## config.mk

```make
export PLATFORM = sky130hd
export DESIGN_NAME = pbc_control
export DESIGN_NICKNAME = d
export VERILOG_FILES = /design/src/common/pbc_pkg.sv /design/src/verilog/pbc_control.sv /design/src/verilog/pbc_sync.sv
export VERILOG_INCLUDE_DIRS = /design/src /design/src/common
export SDC_FILE = /design/constraint.sdc
export NUM_CORES = 1
export LEC_CHECK = 0
export BUFFER_PORTS_ARGS = -buffer_cell sky130_fd_sc_hd__buf_4
export CAP_MARGIN = 20
export CORE_ASPECT_RATIO = 1.4
export CORE_MARGIN = 4
export CORE_UTILIZATION = 31
export CTS_BUF_LIST = sky130_fd_sc_hd__clkbuf_4 sky130_fd_sc_hd__clkbuf_8 sky130_fd_sc_hd__clkbuf_16
export CTS_CLUSTER_DIAMETER = 200
export DETAILED_ROUTE_END_ITERATION = 12
export HOLD_SLACK_MARGIN = 0.03
export SETUP_SLACK_MARGIN = 0.1
export SLEW_MARGIN = 10
export SYNTH_ARGS = -nofsm -noshare
export SYNTH_HDL_FRONTEND = slang
export SYNTH_SLANG_ARGS = --single-unit
```

## constraint.sdc

```tcl
create_clock -name clk_i -period 2 [get_ports clk_i]
set_input_delay 0.4 -clock clk_i [delete_from_list [all_inputs] [get_ports clk_i]]
set_output_delay 0.4 -clock clk_i [all_outputs]
set_load 0.01 [all_outputs]
```

## src/common/pbc_regs.svh

```systemverilog
// Purpose: Constants for the PHY basic control register block
// Assumes: 16-bit management register, 100 MHz clock
// Notes:   Field positions, reset values and timing counts
// How it works
// - Bit 15 write resets all management state
// - Reset bit self-clears when reset completes
// - Bit 14 loopback detaches receiver from medium
// - Loopback returns transmit data to receive
// - Bit 8 duplex, software or autoneg writable
// - Bit 7 enables collision test mode
// - Test collision follows transmission start/stop
// - Bits 6:0 reserved, reset zero, read zero
`ifndef PBC_REGS_SVH
`define PBC_REGS_SVH
// ==========================================================
// Register address and layout
`define PBC_ADDR_CONTROL      5'h00
`define PBC_BIT_RESET         15
`define PBC_BIT_LOOP          14
`define PBC_BIT_RATE          13
`define PBC_BIT_ANEG_EN       12
`define PBC_BIT_LOWPWR        11
`define PBC_BIT_ISOLATE       10
`define PBC_BIT_ANEG_RST      9
`define PBC_BIT_DUPLEX        8
`define PBC_BIT_COLTEST       7
`define PBC_RESET_VALUE       16'h3100
`define PBC_WRITE_MASK        16'hFF80
// ==========================================================
// Timing
`define PBC_RST_TIME_NS       100
`define PBC_CLK_NS            10
`define PBC_RST_CYCLES        ((`PBC_RST_TIME_NS + `PBC_CLK_NS - 1) / `PBC_CLK_NS)
`define PBC_ANEG_CYCLES       4
`endif

```

## src/common/pbc_pkg.sv

```systemverilog
// Purpose: Types for the PHY basic control register block
// Assumes: Included with pbc_regs.svh
// Notes:   Types only
package pbc_pkg;
  typedef enum logic [1:0] {
    PBC_IDLE  = 2'b00,
    PBC_RESET = 2'b01,
    PBC_ANEG  = 2'b10
  } pbc_state_t;
endpackage

```

## src/verilog/pbc_control.sv

```systemverilog
// Purpose: PHY basic control register and its mode outputs
// Assumes: MAC management accesses arrive as same-clock strobes
// Notes:   Autoneg and transmit status come from pins, synchronised
`timescale 1ns/10ps
`include "pbc_regs.svh"
module pbc_control
  import pbc_pkg::*;
#(
  parameter int RST_CYCLES  = `PBC_RST_CYCLES,
  parameter int ANEG_CYCLES = `PBC_ANEG_CYCLES
) (
  input  wire logic        clk_i,
  input  wire logic        resetn_i,
  input  wire logic        mgmt_wr_i,
  input  wire logic        mgmt_rd_i,
  input  wire logic [4:0]  mgmt_addr_i,
  input  wire logic [15:0] mgmt_wdata_i,
  output logic      [15:0] mgmt_rdata_o,
  output logic             mgmt_rvalid_o,
  input  wire logic        aneg_done_i,
  input  wire logic        aneg_duplex_i,
  input  wire logic        tx_active_i,
  input  wire logic        tx_data_i,
  input  wire logic        rx_line_i,
  output logic             rx_data_o,
  output logic             line_tx_o,
  output logic             col_o,
  output logic             rate_100_o,
  output logic             full_duplex_o,
  output logic             aneg_enable_o,
  output logic             aneg_run_o,
  output logic             low_power_o,
  output logic             isolate_o,
  output logic             soft_reset_o
);
  // ==========================================================
  // Functions
  // Value loaded by a register reset, reset bit held high while it runs
  function automatic logic [15:0] ctl_reset_load();
    ctl_reset_load = `PBC_RESET_VALUE | (16'h0001 << `PBC_BIT_RESET);
  endfunction

  // ==========================================================
  // Pin synchronisation
  logic [4:0] pins_s;
  pbc_sync #(.W(5)) u_sync (
    .clk_i   (clk_i),
    .resetn_i(resetn_i),
    .d_i     ({aneg_done_i, aneg_duplex_i, tx_active_i, tx_data_i, rx_line_i}),
    .q_o     (pins_s)
  );
  wire aneg_done_s = pins_s[4];
  wire aneg_dup_s  = pins_s[3];
  wire tx_act_s    = pins_s[2];
  wire tx_dat_s    = pins_s[1];
  wire rx_line_s   = pins_s[0];

  // ==========================================================
  // Register and sequencer
  logic [15:0] ctl_r;
  logic [15:0] ctl_nxt;
  pbc_state_t  st_r;
  pbc_state_t  st_nxt;
  logic [15:0] cnt_r;
  logic [15:0] cnt_nxt;

  // Isolate gates the receive and transmit data paths only, not col_o; management writes land during isolate,
  // otherwise software could never leave isolate again
  wire sel        = (mgmt_addr_i == `PBC_ADDR_CONTROL);
  wire wr_hit     = mgmt_wr_i && sel;
  wire [15:0] wval = mgmt_wdata_i & `PBC_WRITE_MASK;
  wire reset_req  = wr_hit && wval[`PBC_BIT_RESET];
  wire restart    = wr_hit && wval[`PBC_BIT_ANEG_RST] && wval[`PBC_BIT_ANEG_EN];
  wire loop_on    = ctl_r[`PBC_BIT_LOOP];
  wire iso_on     = ctl_r[`PBC_BIT_ISOLATE];
  wire pwr_on     = ctl_r[`PBC_BIT_LOWPWR];
  wire in_reset   = (st_r == PBC_RESET);
  wire in_aneg    = (st_r == PBC_ANEG);

  always_comb begin
    ctl_nxt = ctl_r;
    st_nxt  = st_r;
    cnt_nxt = cnt_r;
    case (st_r)
      PBC_IDLE: begin
        if (reset_req) begin
          ctl_nxt = ctl_reset_load();
          st_nxt  = PBC_RESET;
          cnt_nxt = 16'(RST_CYCLES);
        end else if (wr_hit) begin
          ctl_nxt = wval;
          if (restart) begin
            st_nxt  = PBC_ANEG;
            cnt_nxt = 16'(ANEG_CYCLES);
          end else begin
            ctl_nxt[`PBC_BIT_ANEG_RST] = 1'b0;
          end
        end
      end
      PBC_RESET: begin
        // Management writes are dropped until the reset bit clears
        if (cnt_r <= 16'h0001) begin
          ctl_nxt = `PBC_RESET_VALUE;
          st_nxt  = PBC_IDLE;
          cnt_nxt = 16'h0000;
        end else begin
          cnt_nxt = cnt_r - 16'h0001;
        end
      end
      PBC_ANEG: begin
        if (reset_req) begin
          ctl_nxt = ctl_reset_load();
          st_nxt  = PBC_RESET;
          cnt_nxt = 16'(RST_CYCLES);
        end else begin
          if (wr_hit) begin
            // Restart stays pending until the sequence completes
            ctl_nxt = wval;
            ctl_nxt[`PBC_BIT_ANEG_RST] = 1'b1;
          end
          if (cnt_r != 16'h0000) begin
            cnt_nxt = cnt_r - 16'h0001;
          end else if (aneg_done_s) begin
            ctl_nxt[`PBC_BIT_DUPLEX]   = aneg_dup_s;
            ctl_nxt[`PBC_BIT_ANEG_RST] = 1'b0;
            st_nxt = PBC_IDLE;
          end
        end
      end
      default: begin
        ctl_nxt = `PBC_RESET_VALUE;
        st_nxt  = PBC_IDLE;
        cnt_nxt = 16'h0000;
      end
    endcase
  end

  always_ff @(posedge clk_i or negedge resetn_i) begin
    if (!resetn_i) begin
      ctl_r <= `PBC_RESET_VALUE;
    end else begin
      ctl_r <= ctl_nxt;
    end
  end

  always_ff @(posedge clk_i or negedge resetn_i) begin
    if (!resetn_i) begin
      st_r <= PBC_IDLE;
    end else begin
      st_r <= st_nxt;
    end
  end

  always_ff @(posedge clk_i or negedge resetn_i) begin
    if (!resetn_i) begin
      cnt_r <= 16'h0000;
    end else begin
      cnt_r <= cnt_nxt;
    end
  end

  // ==========================================================
  // Read port
  always_ff @(posedge clk_i or negedge resetn_i) begin
    if (!resetn_i) begin
      mgmt_rdata_o  <= 16'h0000;
      mgmt_rvalid_o <= 1'b0;
    end else begin
      mgmt_rvalid_o <= mgmt_rd_i;
      mgmt_rdata_o  <= (mgmt_rd_i && sel) ? (ctl_r & `PBC_WRITE_MASK) : 16'h0000;
    end
  end

  // ==========================================================
  // Data path and modes
  // Isolate and low power both silence the line; isolate wins over loopback for the receiver
  wire quiet      = iso_on || pwr_on;
  wire rx_sel     = loop_on ? tx_dat_s : rx_line_s;
  wire tx_sel     = (loop_on || quiet) ? 1'b0 : tx_dat_s;
  wire col_sel    = ctl_r[`PBC_BIT_COLTEST] && tx_act_s;

  // Data outputs: one flop after the synchronised pins
  always_ff @(posedge clk_i or negedge resetn_i) begin
    if (!resetn_i) begin
      rx_data_o <= 1'b0;
      line_tx_o <= 1'b0;
      col_o     <= 1'b0;
    end else begin
      rx_data_o <= iso_on ? 1'b0 : rx_sel;
      line_tx_o <= tx_sel;
      col_o     <= col_sel;
    end
  end

  // ==========================================================
  // Mode outputs
  // Reset values match the register's reset value field by field
  always_ff @(posedge clk_i or negedge resetn_i) begin
    if (!resetn_i) begin
      rate_100_o    <= 1'b1;
      full_duplex_o <= 1'b1;
      aneg_enable_o <= 1'b1;
    end else begin
      rate_100_o    <= ctl_r[`PBC_BIT_RATE];
      full_duplex_o <= ctl_r[`PBC_BIT_DUPLEX];
      aneg_enable_o <= ctl_r[`PBC_BIT_ANEG_EN];
    end
  end

  always_ff @(posedge clk_i or negedge resetn_i) begin
    if (!resetn_i) begin
      low_power_o <= 1'b0;
      isolate_o   <= 1'b0;
    end else begin
      low_power_o <= pwr_on;
      isolate_o   <= iso_on;
    end
  end

  // ==========================================================
  // Sequencer status
  always_ff @(posedge clk_i or negedge resetn_i) begin
    if (!resetn_i) begin
      aneg_run_o   <= 1'b0;
      soft_reset_o <= 1'b0;
    end else begin
      aneg_run_o   <= in_aneg;
      soft_reset_o <= in_reset;
    end
  end
endmodule

```

## src/verilog/pbc_sync.sv

```systemverilog
// Purpose: Two-flop synchroniser for pin inputs
// Assumes: Single clock domain
// Notes:   First stage read only by second stage
`timescale 1ns/10ps
module pbc_sync #(
  parameter int W = 1
) (
  input  wire logic         clk_i,
  input  wire logic         resetn_i,
  input  wire logic [W-1:0] d_i,
  output logic      [W-1:0] q_o
);
  logic [W-1:0] meta_r;
  always_ff @(posedge clk_i or negedge resetn_i) begin
    if (!resetn_i) begin
      meta_r <= '0;
      q_o    <= '0;
    end else begin
      meta_r <= d_i;
      q_o    <= meta_r;
    end
  end
endmodule

```

After elaboration in Yosys (flattened, before gate mapping)
Index checks and enable logic that the tools add are counted.
{"block": "totals", "reg_bits": 71, "latchBits": 0, "ramBits": 0, "romBits": 0, "inputBits": 30, "elab_cells": 72, "memories": 0}
{"block": "op_classes", "n_addsub": 1, "mul": 0, "div_mod_pow": 0, "n_lt_le_gt_ge": 1, "eq_ne": 9, "shifts": 0, "mux": 28, "bitwise_logic": 0, "reduce_logical": 15}
{"cell": "16-bit two-way mux", "n": 12}
{"cell": "16-bit case mux with 3 select lines", "n": 2}
{"cell": "2-bit two-way mux", "n": 9}
{"cell": "16-bit by 1-bit <= comparator with 1-bit output (second input constant)", "n": 1}
{"cell": "16-bit nonzero test", "n": 1}
{"cell": "16-bit by 1-bit subtractor with 16-bit output (second input constant)", "n": 1}
{"cell": "3-bit != test (second input constant)", "n": 4}
{"cell": "1-bit logical AND", "n": 6}
{"cell": "3-bit by 2-bit != test with 1-bit output (second input constant)", "n": 2}
{"cell": "2-bit case mux with 3 select lines", "n": 1}
{"cell": "3-bit AND reduction", "n": 2}
{"cell": "5-bit zero test", "n": 1}
{"cell": "5-bit AND reduction", "n": 1}
{"cell": "1-bit two-way mux", "n": 4}
{"cell": "2-bit by 1-bit equality test with 1-bit output (second input constant)", "n": 1}
{"cell": "2-bit equality test (second input constant)", "n": 1}
{"cell": "2-bit zero test", "n": 1}
{"cell": "1-bit logical OR", "n": 2}
{"cell": "2-bit by 1-bit != test with 1-bit output (second input constant)", "n": 1}
{"cell": "2-bit AND reduction", "n": 1}

Logic depth before layout (Yosys ltp)
Gate-level depths: netlist (run 1).
{"block": "depth", "ltp_word": 8, "mapped_depth": 8}

Modules after synthesis
A second synthesis (run 1) with hierarchy kept.
{"block": "unflattened", "cells_unflattened": 234, "hier_area_um2": 2508.7}
{"module": "pbc_control", "instances": 1, "cells_each": 224, "area_each_um2": 2258.4, "seq_area_each_um2": 1183.6}
{"module": "pbc_sync", "instances": 1, "cells_each": 10, "area_each_um2": 250.2, "seq_area_each_um2": 250.2}

Worst setup path before layout (run 1)
No wires, ideal clock.
{"block": "synth_path", "kind": "input to register", "startpoint": "input port mgmt_addr_i[1]", "endpoint": "register cnt_r[7]", "setup_time_ns": 0.132, "arrival_ns": 2.024, "required_ns": 1.868, "slack_ns": -0.156, "cell_stages": 7, "n_path_buf": 2, "cell_sequence": "or4_4 -> buf_6 -> o31ai_4 -> o21ai_2 -> buf_2 -> o21ai_0 -> a21oi_1"}
{"block": "synth_via", "elab_chain_cells": 6, "word_cells_on_any_way": 12}
{"element": "start: declaration", "line": "pbc_control.sv:16", "source": "input wire logic [4:0] mgmt_addr_i,"}
{"element": "5-bit zero test (no source line) *"}
{"element": "1-bit logical AND *", "line": "pbc_control.sv:70", "source": "wire wr_hit = mgmt_wr_i && sel;"}
{"element": "1-bit logical AND (2 in series)", "line": "pbc_control.sv:73", "source": "wire restart = wr_hit && wval[`PBC_BIT_ANEG_RST] && wval[`PBC_BIT_ANEG_EN];"}
{"element": "3-bit != test (no source line)"}
{"element": "3-bit AND reduction (no source line)"}
{"element": "end signal: assignment", "line": "pbc_control.sv:158", "source": "cnt_r <= cnt_nxt;"}
{"element": "end: declaration", "line": "pbc_control.sv:64", "source": "logic [15:0] cnt_r;"}
Every way passes the cells marked *; elsewhere a longest branch is shown, timed or not.
A chain may end at the register's enable or synchronous reset.

Worst setup path in the final report (run 1)
{"block": "layout_path", "startpoint": "register cnt_r[7]", "endpoint": "register ctl_r[11]"}
{"block": "layout_via", "elab_chain_cells": 3}
{"element": "16-bit by 1-bit <= comparator with 1-bit output", "line": "pbc_control.sv:102", "source": "if (cnt_r <= 16'h0001) begin"}
{"element": "2-bit by 1-bit != test with 1-bit output (no source line)"}
{"element": "3-bit AND reduction (no source line)"}
{"element": "end signal: assignment", "line": "pbc_control.sv:140", "source": "ctl_r <= `PBC_RESET_VALUE;"}
{"element": "end signal: assignment", "line": "pbc_control.sv:142", "source": "ctl_r <= ctl_nxt;"}
{"element": "end: declaration", "line": "pbc_control.sv:60", "source": "logic [15:0] ctl_r;"}
No other way between the ends.

==> results of run 1 <==
power groups by stage:
stage	combinational, mW	sequential [mW]	clock [mW]
global route	2.50	1.59	1.28
finish	2.29	1.56	1.18
floorplan	0.989	1.60	0
CTS	2.15	1.56	1.23
global placement	1.91	1.56	0
detailed placement	1.93	1.58	0
worst max-delay path by stage:
stage	from	endpoint	slack, ns	depth (start not counted)
3_5_place_dp	mgmt_addr_i[1]	cnt_r[13]	-0.21	8
6_report	cnt_r[7]	ctl_r[11]	-0.05	7
2_1_floorplan	mgmt_addr_i[1]	cnt_r[7]	-0.09	7
3_3_place_gp	mgmt_addr_i[1]	cnt_r[14]	-0.22	7
4_1_cts	cnt_r[1]	cnt_r[1]	-0.06	8
5_1_grt	cnt_r[1]	cnt_r[8]	-0.11	9
cell usage in the layout, fill, tap and decap left out, drive strengths merged, types with 5 or more instances in the layout:
| cell | instances |
|---|---|
| nor4 | 5 |
| nand2 | 14 |
| inv | 8 |
| a21oi | 7 |
| a22o | 5 |
| nor3 | 8 |
| dfstp | 6 |
| o22ai | 5 |
| conb | 7 |
| dfrtp | 51 |
| and2 | 13 |
| clkbuf | 11 |
| a31oi | 7 |
| o21ai | 10 |
| nor2 | 19 |
| buf | 108 |
what timing repair did:
action                                  4_1_cts  5_1_grt
gates cloned                                  0        0
pin swaps                                    13       16
gates resized for setup                      12       10
endpoints found under the setup margin       26       25
setup buffers                                 8        6
worst max-delay path, stage by stage, from the launching register on:
cell     delay [ns]
dfrtp_1        0.39
or4_4          0.56
nor3_4         0.22
buf_6          0.15
buf_4          0.10
a31o_4         0.19
o21ai_4        0.09
a22o_1         0.22
Yosys cell counts, types with 2 or more instances:
cell	n	area, sq um
o31a_1	2	17.52
nor2b_1	4	25.02
o2111ai_1	3	26.28
and2_1	13	81.33
a21oi_1	7	35.03
o22ai_1	5	31.28
o22a_1	2	17.52
nand3_1	3	15.01
xor2_1	4	35.03
or4_1	3	22.52
a21o_1	2	15.01
buf_4	7	52.55
nor4_1	4	25.02
o211ai_1	2	15.01
ha_1	2	25.02
o21ai_1	2	10.01
nor3b_1	2	15.01
buf_2	2	10.01
a22o_1	5	43.79
nor3_1	5	25.02
inv_1	8	30.03
dfstp_2	6	157.7
o21ai_0	7	35.03
clkbuf_1	2	7.510
a31oi_1	7	43.79
dfrtp_1	51	1276
nand2_1	14	52.55
nand2b_1	3	18.77
nand3b_1	3	22.52
nor2_1	19	71.32
nor3_2	2	20.02
or3_1	2	12.51
nand4_1	4	25.02
routing by layer:
metal | global-route usage [%] | part of all wire [%] | vias up | wire length (um)
met5 | 0 | 0 | - | 0
met3 | 4.659 | 6.1 | 14 | 393
li1 | - | - | 1056 | -
met2 | 25.67 | 52 | 77 | 3382
met4 | 8.448 | 3.8 | 0 | 243
met1 | 13.74 | 38 | 1032 | 2424
layout make-up:
type	instances	share of cell area [%]
timing repair buffer	108	22.13
multi-input combinational	159	30.15
clock inverter	5	2.114
clock buffer	11	3.666
inverter	8	0.7926
tap	100	3.303
sequential	57	37.85
flip-flops by register name, summed over array words and instances (netlist names):
name	flops
cnt_r	16
ctl_r	9
mgmt_rdata_o	9
u_sync.meta_r	5
u_sync.q_o	5
st_r	2
aneg_enable_o	1
aneg_run_o	1
col_o	1
full_duplex_o	1
isolate_o	1
line_tx_o	1
low_power_o	1
mgmt_rvalid_o	1
rate_100_o	1
rx_data_o	1
soft_reset_o	1
cell families (layout without fill, tap and decap cells):
kind of cell | count (synthesis) | after routing | share of synthesized area [%]
and+or+nand+nor | 88 | 88 | 19.72
DFF | 57 | 57 | 56.37
AOI/OAI and AO/OA | 56 | 56 | 16.18
buffers and inverters | 20 | 132 | 4.378
xor gates and xnor gates | 4 | 4 | 1.377
adders and majority gates | 2 | 2 | 0.9836
muxes | 2 | 2 | 0.8362
other | 1 | 7 | 0.1474
per-stage QoR:
| stage | setup WS, ns | instances |
|---|---|---|
| after detailed placement | -0.2119 | 418 |
| after global placement | -0.2156 | 418 |
| after CTS | -0.05636 | 442 |
| final | -0.05143 | 448 |
| after global routing | -0.1103 | 448 |
| after floorplan | -0.09068 | 236 |
==> results.json, run 1 <==
{
  "status": "finished, violations left",
  "violations": "setup timing",
  "drc": 0,
  "clk_path_buf_depth": 2,
  "timing_worst_setup_path_type": "reg -> reg",
  "fin_crit_sh_pct": 102.6,
  "critPathLaunchType": "register",
  "synth_edf_count": 0,
  "fin_nets": 375,
  "slew_viol_final": 0,
  "worstPathArrival_ns": 2.28,
  "ant_nets": 0,
  "dr.first_iter.drc_count": 62,
  "setup_viol_count_final": 8,
  "port_buffers": 42,
  "netlist_area_sq_um": 2544,
  "worstPathMaxFanout": 5,
  "cts_buffers": 9,
  "share_comb_of_total_power_pct": 45.5,
  "nFillCells": 761,
  "area_growth_pct": 48.94,
  "rows": 38,
  "track_usage_pct": 14.10,
  "cts_hold_buf": 0,
  "r2r_slack_ns": -0.05,
  "pwr-share-clk_pct": 23.5,
  "finalPower_mw": 5.039,
  "ir_drop_v": 0.0004662,
  "design_area_sq_um": 3789,
  "initial_utilization_pct": 32.23,
  "worst_slack_ns": -0.05143,
  "synth_flop_cell": "dfrtp_1",
  "p_sw_mw": 1.694,
  "multi_input_area_sq_um": 1142,
  "grt_overflow_total": 0,
  "rsz0062_at_grt": "true",
  "cp-end-kind": "register",
  "dpl-instance-area_sq_um": 3356,
  "grt_max_degree": 58,
  "clk_latency_ns": 0.34,
  "die_h_um": 115.2,
  "grt_pass1_wl_mm": 10.67,
  "power_per_cell_area_nw_per_um2": 1330,
  "cts_root_buf": "clkbuf_8",
  "final-hold-violation-count": 0,
  "worstReg2RegEnd": "ctl_r[11]",
  "seq_area_frac_synth_pct": 56.37,
  "layout-drive-gt1-share_pct": 44.25,
  "ios": 57,
  "setup-tns-final_ns": -0.2892,
  "async_flop_share_pct": 100.0,
  "antenna_cells": 0,
  "fmax_ghz": 0.4875,
  "ff2ff_path_depth": 7,
  "synth_cell_type_count": 56,
  "cts.reportedPaths.clkPinSlew_ns": 0.07,
  "seqCellArea_sq_um": 1434,
  "drt-total-wl_mm": 6.444,
  "p_seq_share_pct": 31.0,
  "p_leak_nw": 1.771,
  "first_global_vias": 2316,
  "wire_per_inst_um": 14.38,
  "drv_cap": 0,
  "die_w_um": 84.56,
  "vias": 2179,
  "final_core_util_pct": 48.00,
  "ys_ff_latch": 57,
  "max_slew_margin_pct": 53.63,
  "antenna_found_initial": 0,
  "cts.sink_count": 57,
  "core-area_sq_um": 7893,
  "power.internal_mw": 3.345,
  "skew_ns": 0.007212,
  "avgSynthCellArea_sq_um": 11.06,
  "drt_pass1_iterations": 4,
  "swShare_pct": 33.61,
  "cts.htree.levels": 3,
  "reg2reg_from": "cnt_r[7]",
  "worst_pin_slew_ns": 0.6955,
  "required_ns": 2.22,
  "gp_congestion": 0.8516,
  "vias_per_cell": 4.864,
  "ys_warn_count": 0,
  "place_hpwl_mm": 4.612,
  "die-area_sq_um": 9739,
  "syn_inst": 230,
  "cts_tree": "done",
  "holdCritPathClass": "in -> async",
  "period_needed_ns": 2.051,
  "fin_hold_ws_ns": 0.09801
}
No activity file was read; power rests on OpenSTA's default activity.
==> inputs of run 2 (changes only) <==
--- a/config.mk
+++ b/config.mk
@@ -7,7 +7,6 @@
 export NUM_CORES = 1
 export LEC_CHECK = 0
 export BUFFER_PORTS_ARGS = -buffer_cell sky130_fd_sc_hd__buf_4
-export CAP_MARGIN = 20
 export CORE_ASPECT_RATIO = 1.4
 export CORE_MARGIN = 4
 export CORE_UTILIZATION = 31
==> constraint.sdc (replaced) <==
create_clock -name clk_i -period 2 [get_ports clk_i]
set_input_delay 0.1 -clock clk_i [delete_from_list [all_inputs] [get_ports clk_i]]
set_output_delay 0.1 -clock clk_i [all_outputs]
set_load 0.01 [all_outputs]
==> run 2 against run 1 <==
Effect of this change:
- the run now ends clean
- clock power decreased by 14%
- die area stayed put
- critical path depth is 1 higher
- clock skew grew 0.0014 ns
- worst setup slack improved by 0.13 ns
- register-to-register slack better by 0.13 ns
- non-clock buffer count fell by 8
- worst hold slack got worse by 0.040 ns
- maximum frequency increased by 7.0%
- design area fell by 0.83%
- via count is 1.8% lower
- flip-flop and latch count unchanged
- critical endpoint is now cnt_r[4]
- largest cell class unchanged
- largest power group unchanged
==> results.json, run 2 (synthesis results as in run 1) <==
{
  "status": "completed",
  "swShare_pct": 37.24,
  "slew_viol_final": 0,
  "grt_overflow_total": 0,
  "track_usage_pct": 13.07,
  "cp_top_family": "compound AO/OA/AOI/OAI gates",
  "cts_root_buf": "clkbuf_8",
  "layout-drive-gt1-share_pct": 40.59,
  "setup-tns-final_ns": 0,
  "setup_viol_count_final": 0,
  "pwr-share-clk_pct": 20.8,
  "initial_utilization_pct": 32.23,
  "cts_tree": "done",
  "worst_slack_ns": 0.08217,
  "slowest_delay_ns": 0.35,
  "worst-path-buf-inv": 3,
  "top_register": "cnt_r",
  "grt_max_degree": 58,
  "final_common_cell": "buf_4",
  "cp-end-kind": "register",
  "cts.htree.levels": 3,
  "ir_drop_v": 0.0005359,
  "clk_latency_ns": 0.35,
  "antenna_cells": 0,
  "required_ns": 2.25,
  "die_w_um": 84.56,
  "max_slew_margin_pct": 53.15,
  "die-area_sq_um": 9739,
  "worst_pin_slew_ns": 0.7027,
  "rsz0062_at_grt": "true",
  "post-place-ws_ns": -0.02383,
  "skew_ns": 0.008631,
  "largest_register_ffs": 16,
  "vias_per_cell": 4.864,
  "multi_input_area_sq_um": 1179,
  "clk_path_buf_depth": 2,
  "gp_congestion": 0.8339,
  "grt_pass1_wl_mm": 10.03,
  "final-hold-violation-count": 0,
  "share_comb_of_total_power_pct": 46.8,
  "die_h_um": 115.2,
  "final_core_util_pct": 47.61,
  "fin_nets": 367,
  "drc": 0,
  "fin_crit_sh_pct": 95.89,
  "drt_pass1_iterations": 4,
  "drv_cap": 0,
  "fmax_ghz": 0.5214,
  "first_global_vias": 2188,
  "timing_worst_setup_path_type": "reg -> reg",
  "power_per_cell_area_nw_per_um2": 1292,
  "crit_top_cell": "buf_4",
  "final_cells": 440,
  "seqCellArea_sq_um": 1434,
  "p_leak_nw": 1.710,
  "antenna_found_initial": 0,
  "finalPower_mw": 4.854,
  "area_growth_pct": 47.71,
  "port_buffers": 42,
  "critical-path-slowest-cell": "dfrtp_1",
  "nFillCells": 751,
  "top_regs": "cnt_r: 16 flops, ctl_r: 9 flops, mgmt_rdata_o: 9 flops",
  "cp_cell_sequence": "inv_1 > ha_2 > buf_4 > o21a_1 > buf_4 > a31o_4 > a21o_4 > o22ai_1",
  "place_hpwl_mm": 4.367,
  "p_sw_mw": 1.807,
  "rows": 38,
  "ios": 57,
  "cts_buffers": 9,
  "wire_per_inst_um": 14.29,
  "power.internal_mw": 3.047,
  "drt-total-wl_mm": 6.287,
  "p_seq_share_pct": 32.4,
  "cts.sink_count": 57,
  "period_needed_ns": 1.918,
  "worstPathMaxFanout": 5,
  "cts.reportedPaths.clkPinSlew_ns": 0.07,
  "ant_nets": 0,
  "core-area_sq_um": 7893,
  "vias": 2140,
  "critPathLaunchType": "register",
  "layout_common_cells": "82 x buf_4, 51 x dfrtp_1, 17 x nor2_1",
  "worstPathArrival_ns": 2.17,
  "dr.first_iter.drc_count": 55,
  "holdCritPathClass": "in -> reg",
  "placed_cells": 401
}
==> run 2: routing by layer <==
| layer | up-vias | track usage [%] | share of wire (%) |
|---|---|---|---|
| met5 | - | 0 | 0 |
| met4 | 0 | 6.125 | 2.6 |
| met3 | 17 | 4.516 | 5.9 |
| met2 | 59 | 22.84 | 51 |
| met1 | 1025 | 14.17 | 40 |
| li1 | 1039 | - | - |
==> run 2: area by class of cell <==
| type | instances | area share (%) |
|---|---|---|
| clock buffers | 9 | 3.297 |
| clock inverters | 7 | 1.632 |
| inverters | 8 | 0.7992 |
| multi-input cells | 159 | 31.37 |
| flip-flops and latches | 57 | 38.16 |
| well taps | 100 | 3.330 |
| repair buffers | 100 | 21.41 |
==> run 2: worst paths after layout <==
path,start,endpoint,slack (ns),depth (start not counted)
max,cnt_r[1],cnt_r[4],0.08,8
min,mgmt_wdata_i[15],ctl_r[15],0.06,2
max reg2reg,cnt_r[1],cnt_r[4],0.08,8
min reg2reg,u_sync.meta_r[2],u_sync.q_o[2],0.35,0
max in group asynchronous,resetn_i,cnt_r[2],1.18,2
min in group asynchronous,resetn_i,ctl_r[10],0.35,2
==> run 2: per-stage QoR <==
step	hold slack [ns]	instance area [sq um]
global placement	0.1954	3231
global route	0.06175	3757
CTS	0.04807	3691
floorplan	-0.1956	2615
detailed placement	0.1963	3231
finish	0.05819	3757
==> run 2: worst reg2reg max path, cell delays in order, from the launching register on <==
cell and delay (ns):
dfrtp_1 0.35, inv_1 0.07, ha_2 0.19, buf_4 0.15, o21a_1 0.22, buf_4 0.16
a31o_4 0.26, a21o_4 0.23, o22ai_1 0.20
==> run 2: power by group through the flow <==
stage               logic (mW)  registers, mW  clock network [mW]
finish                    2.27           1.57                1.01
global route              2.45           1.60                1.10
CTS                       2.11           1.57                1.05
detailed placement        1.77           1.58                   0
global placement          1.74           1.58                   0
floorplan                 1.02           1.61                   0
==> run 2: what timing repair did <==
| item | CTS | global route |
|---|---|---|
| endpoints found under the hold margin | 61 | 0 |
| setup buffers | 8 | 4 |
| gates resized for setup | 20 | 8 |
| endpoints found under the setup margin | 23 | 23 |
| pin swaps | 20 | 15 |
| hold buffers | 11 | 0 |
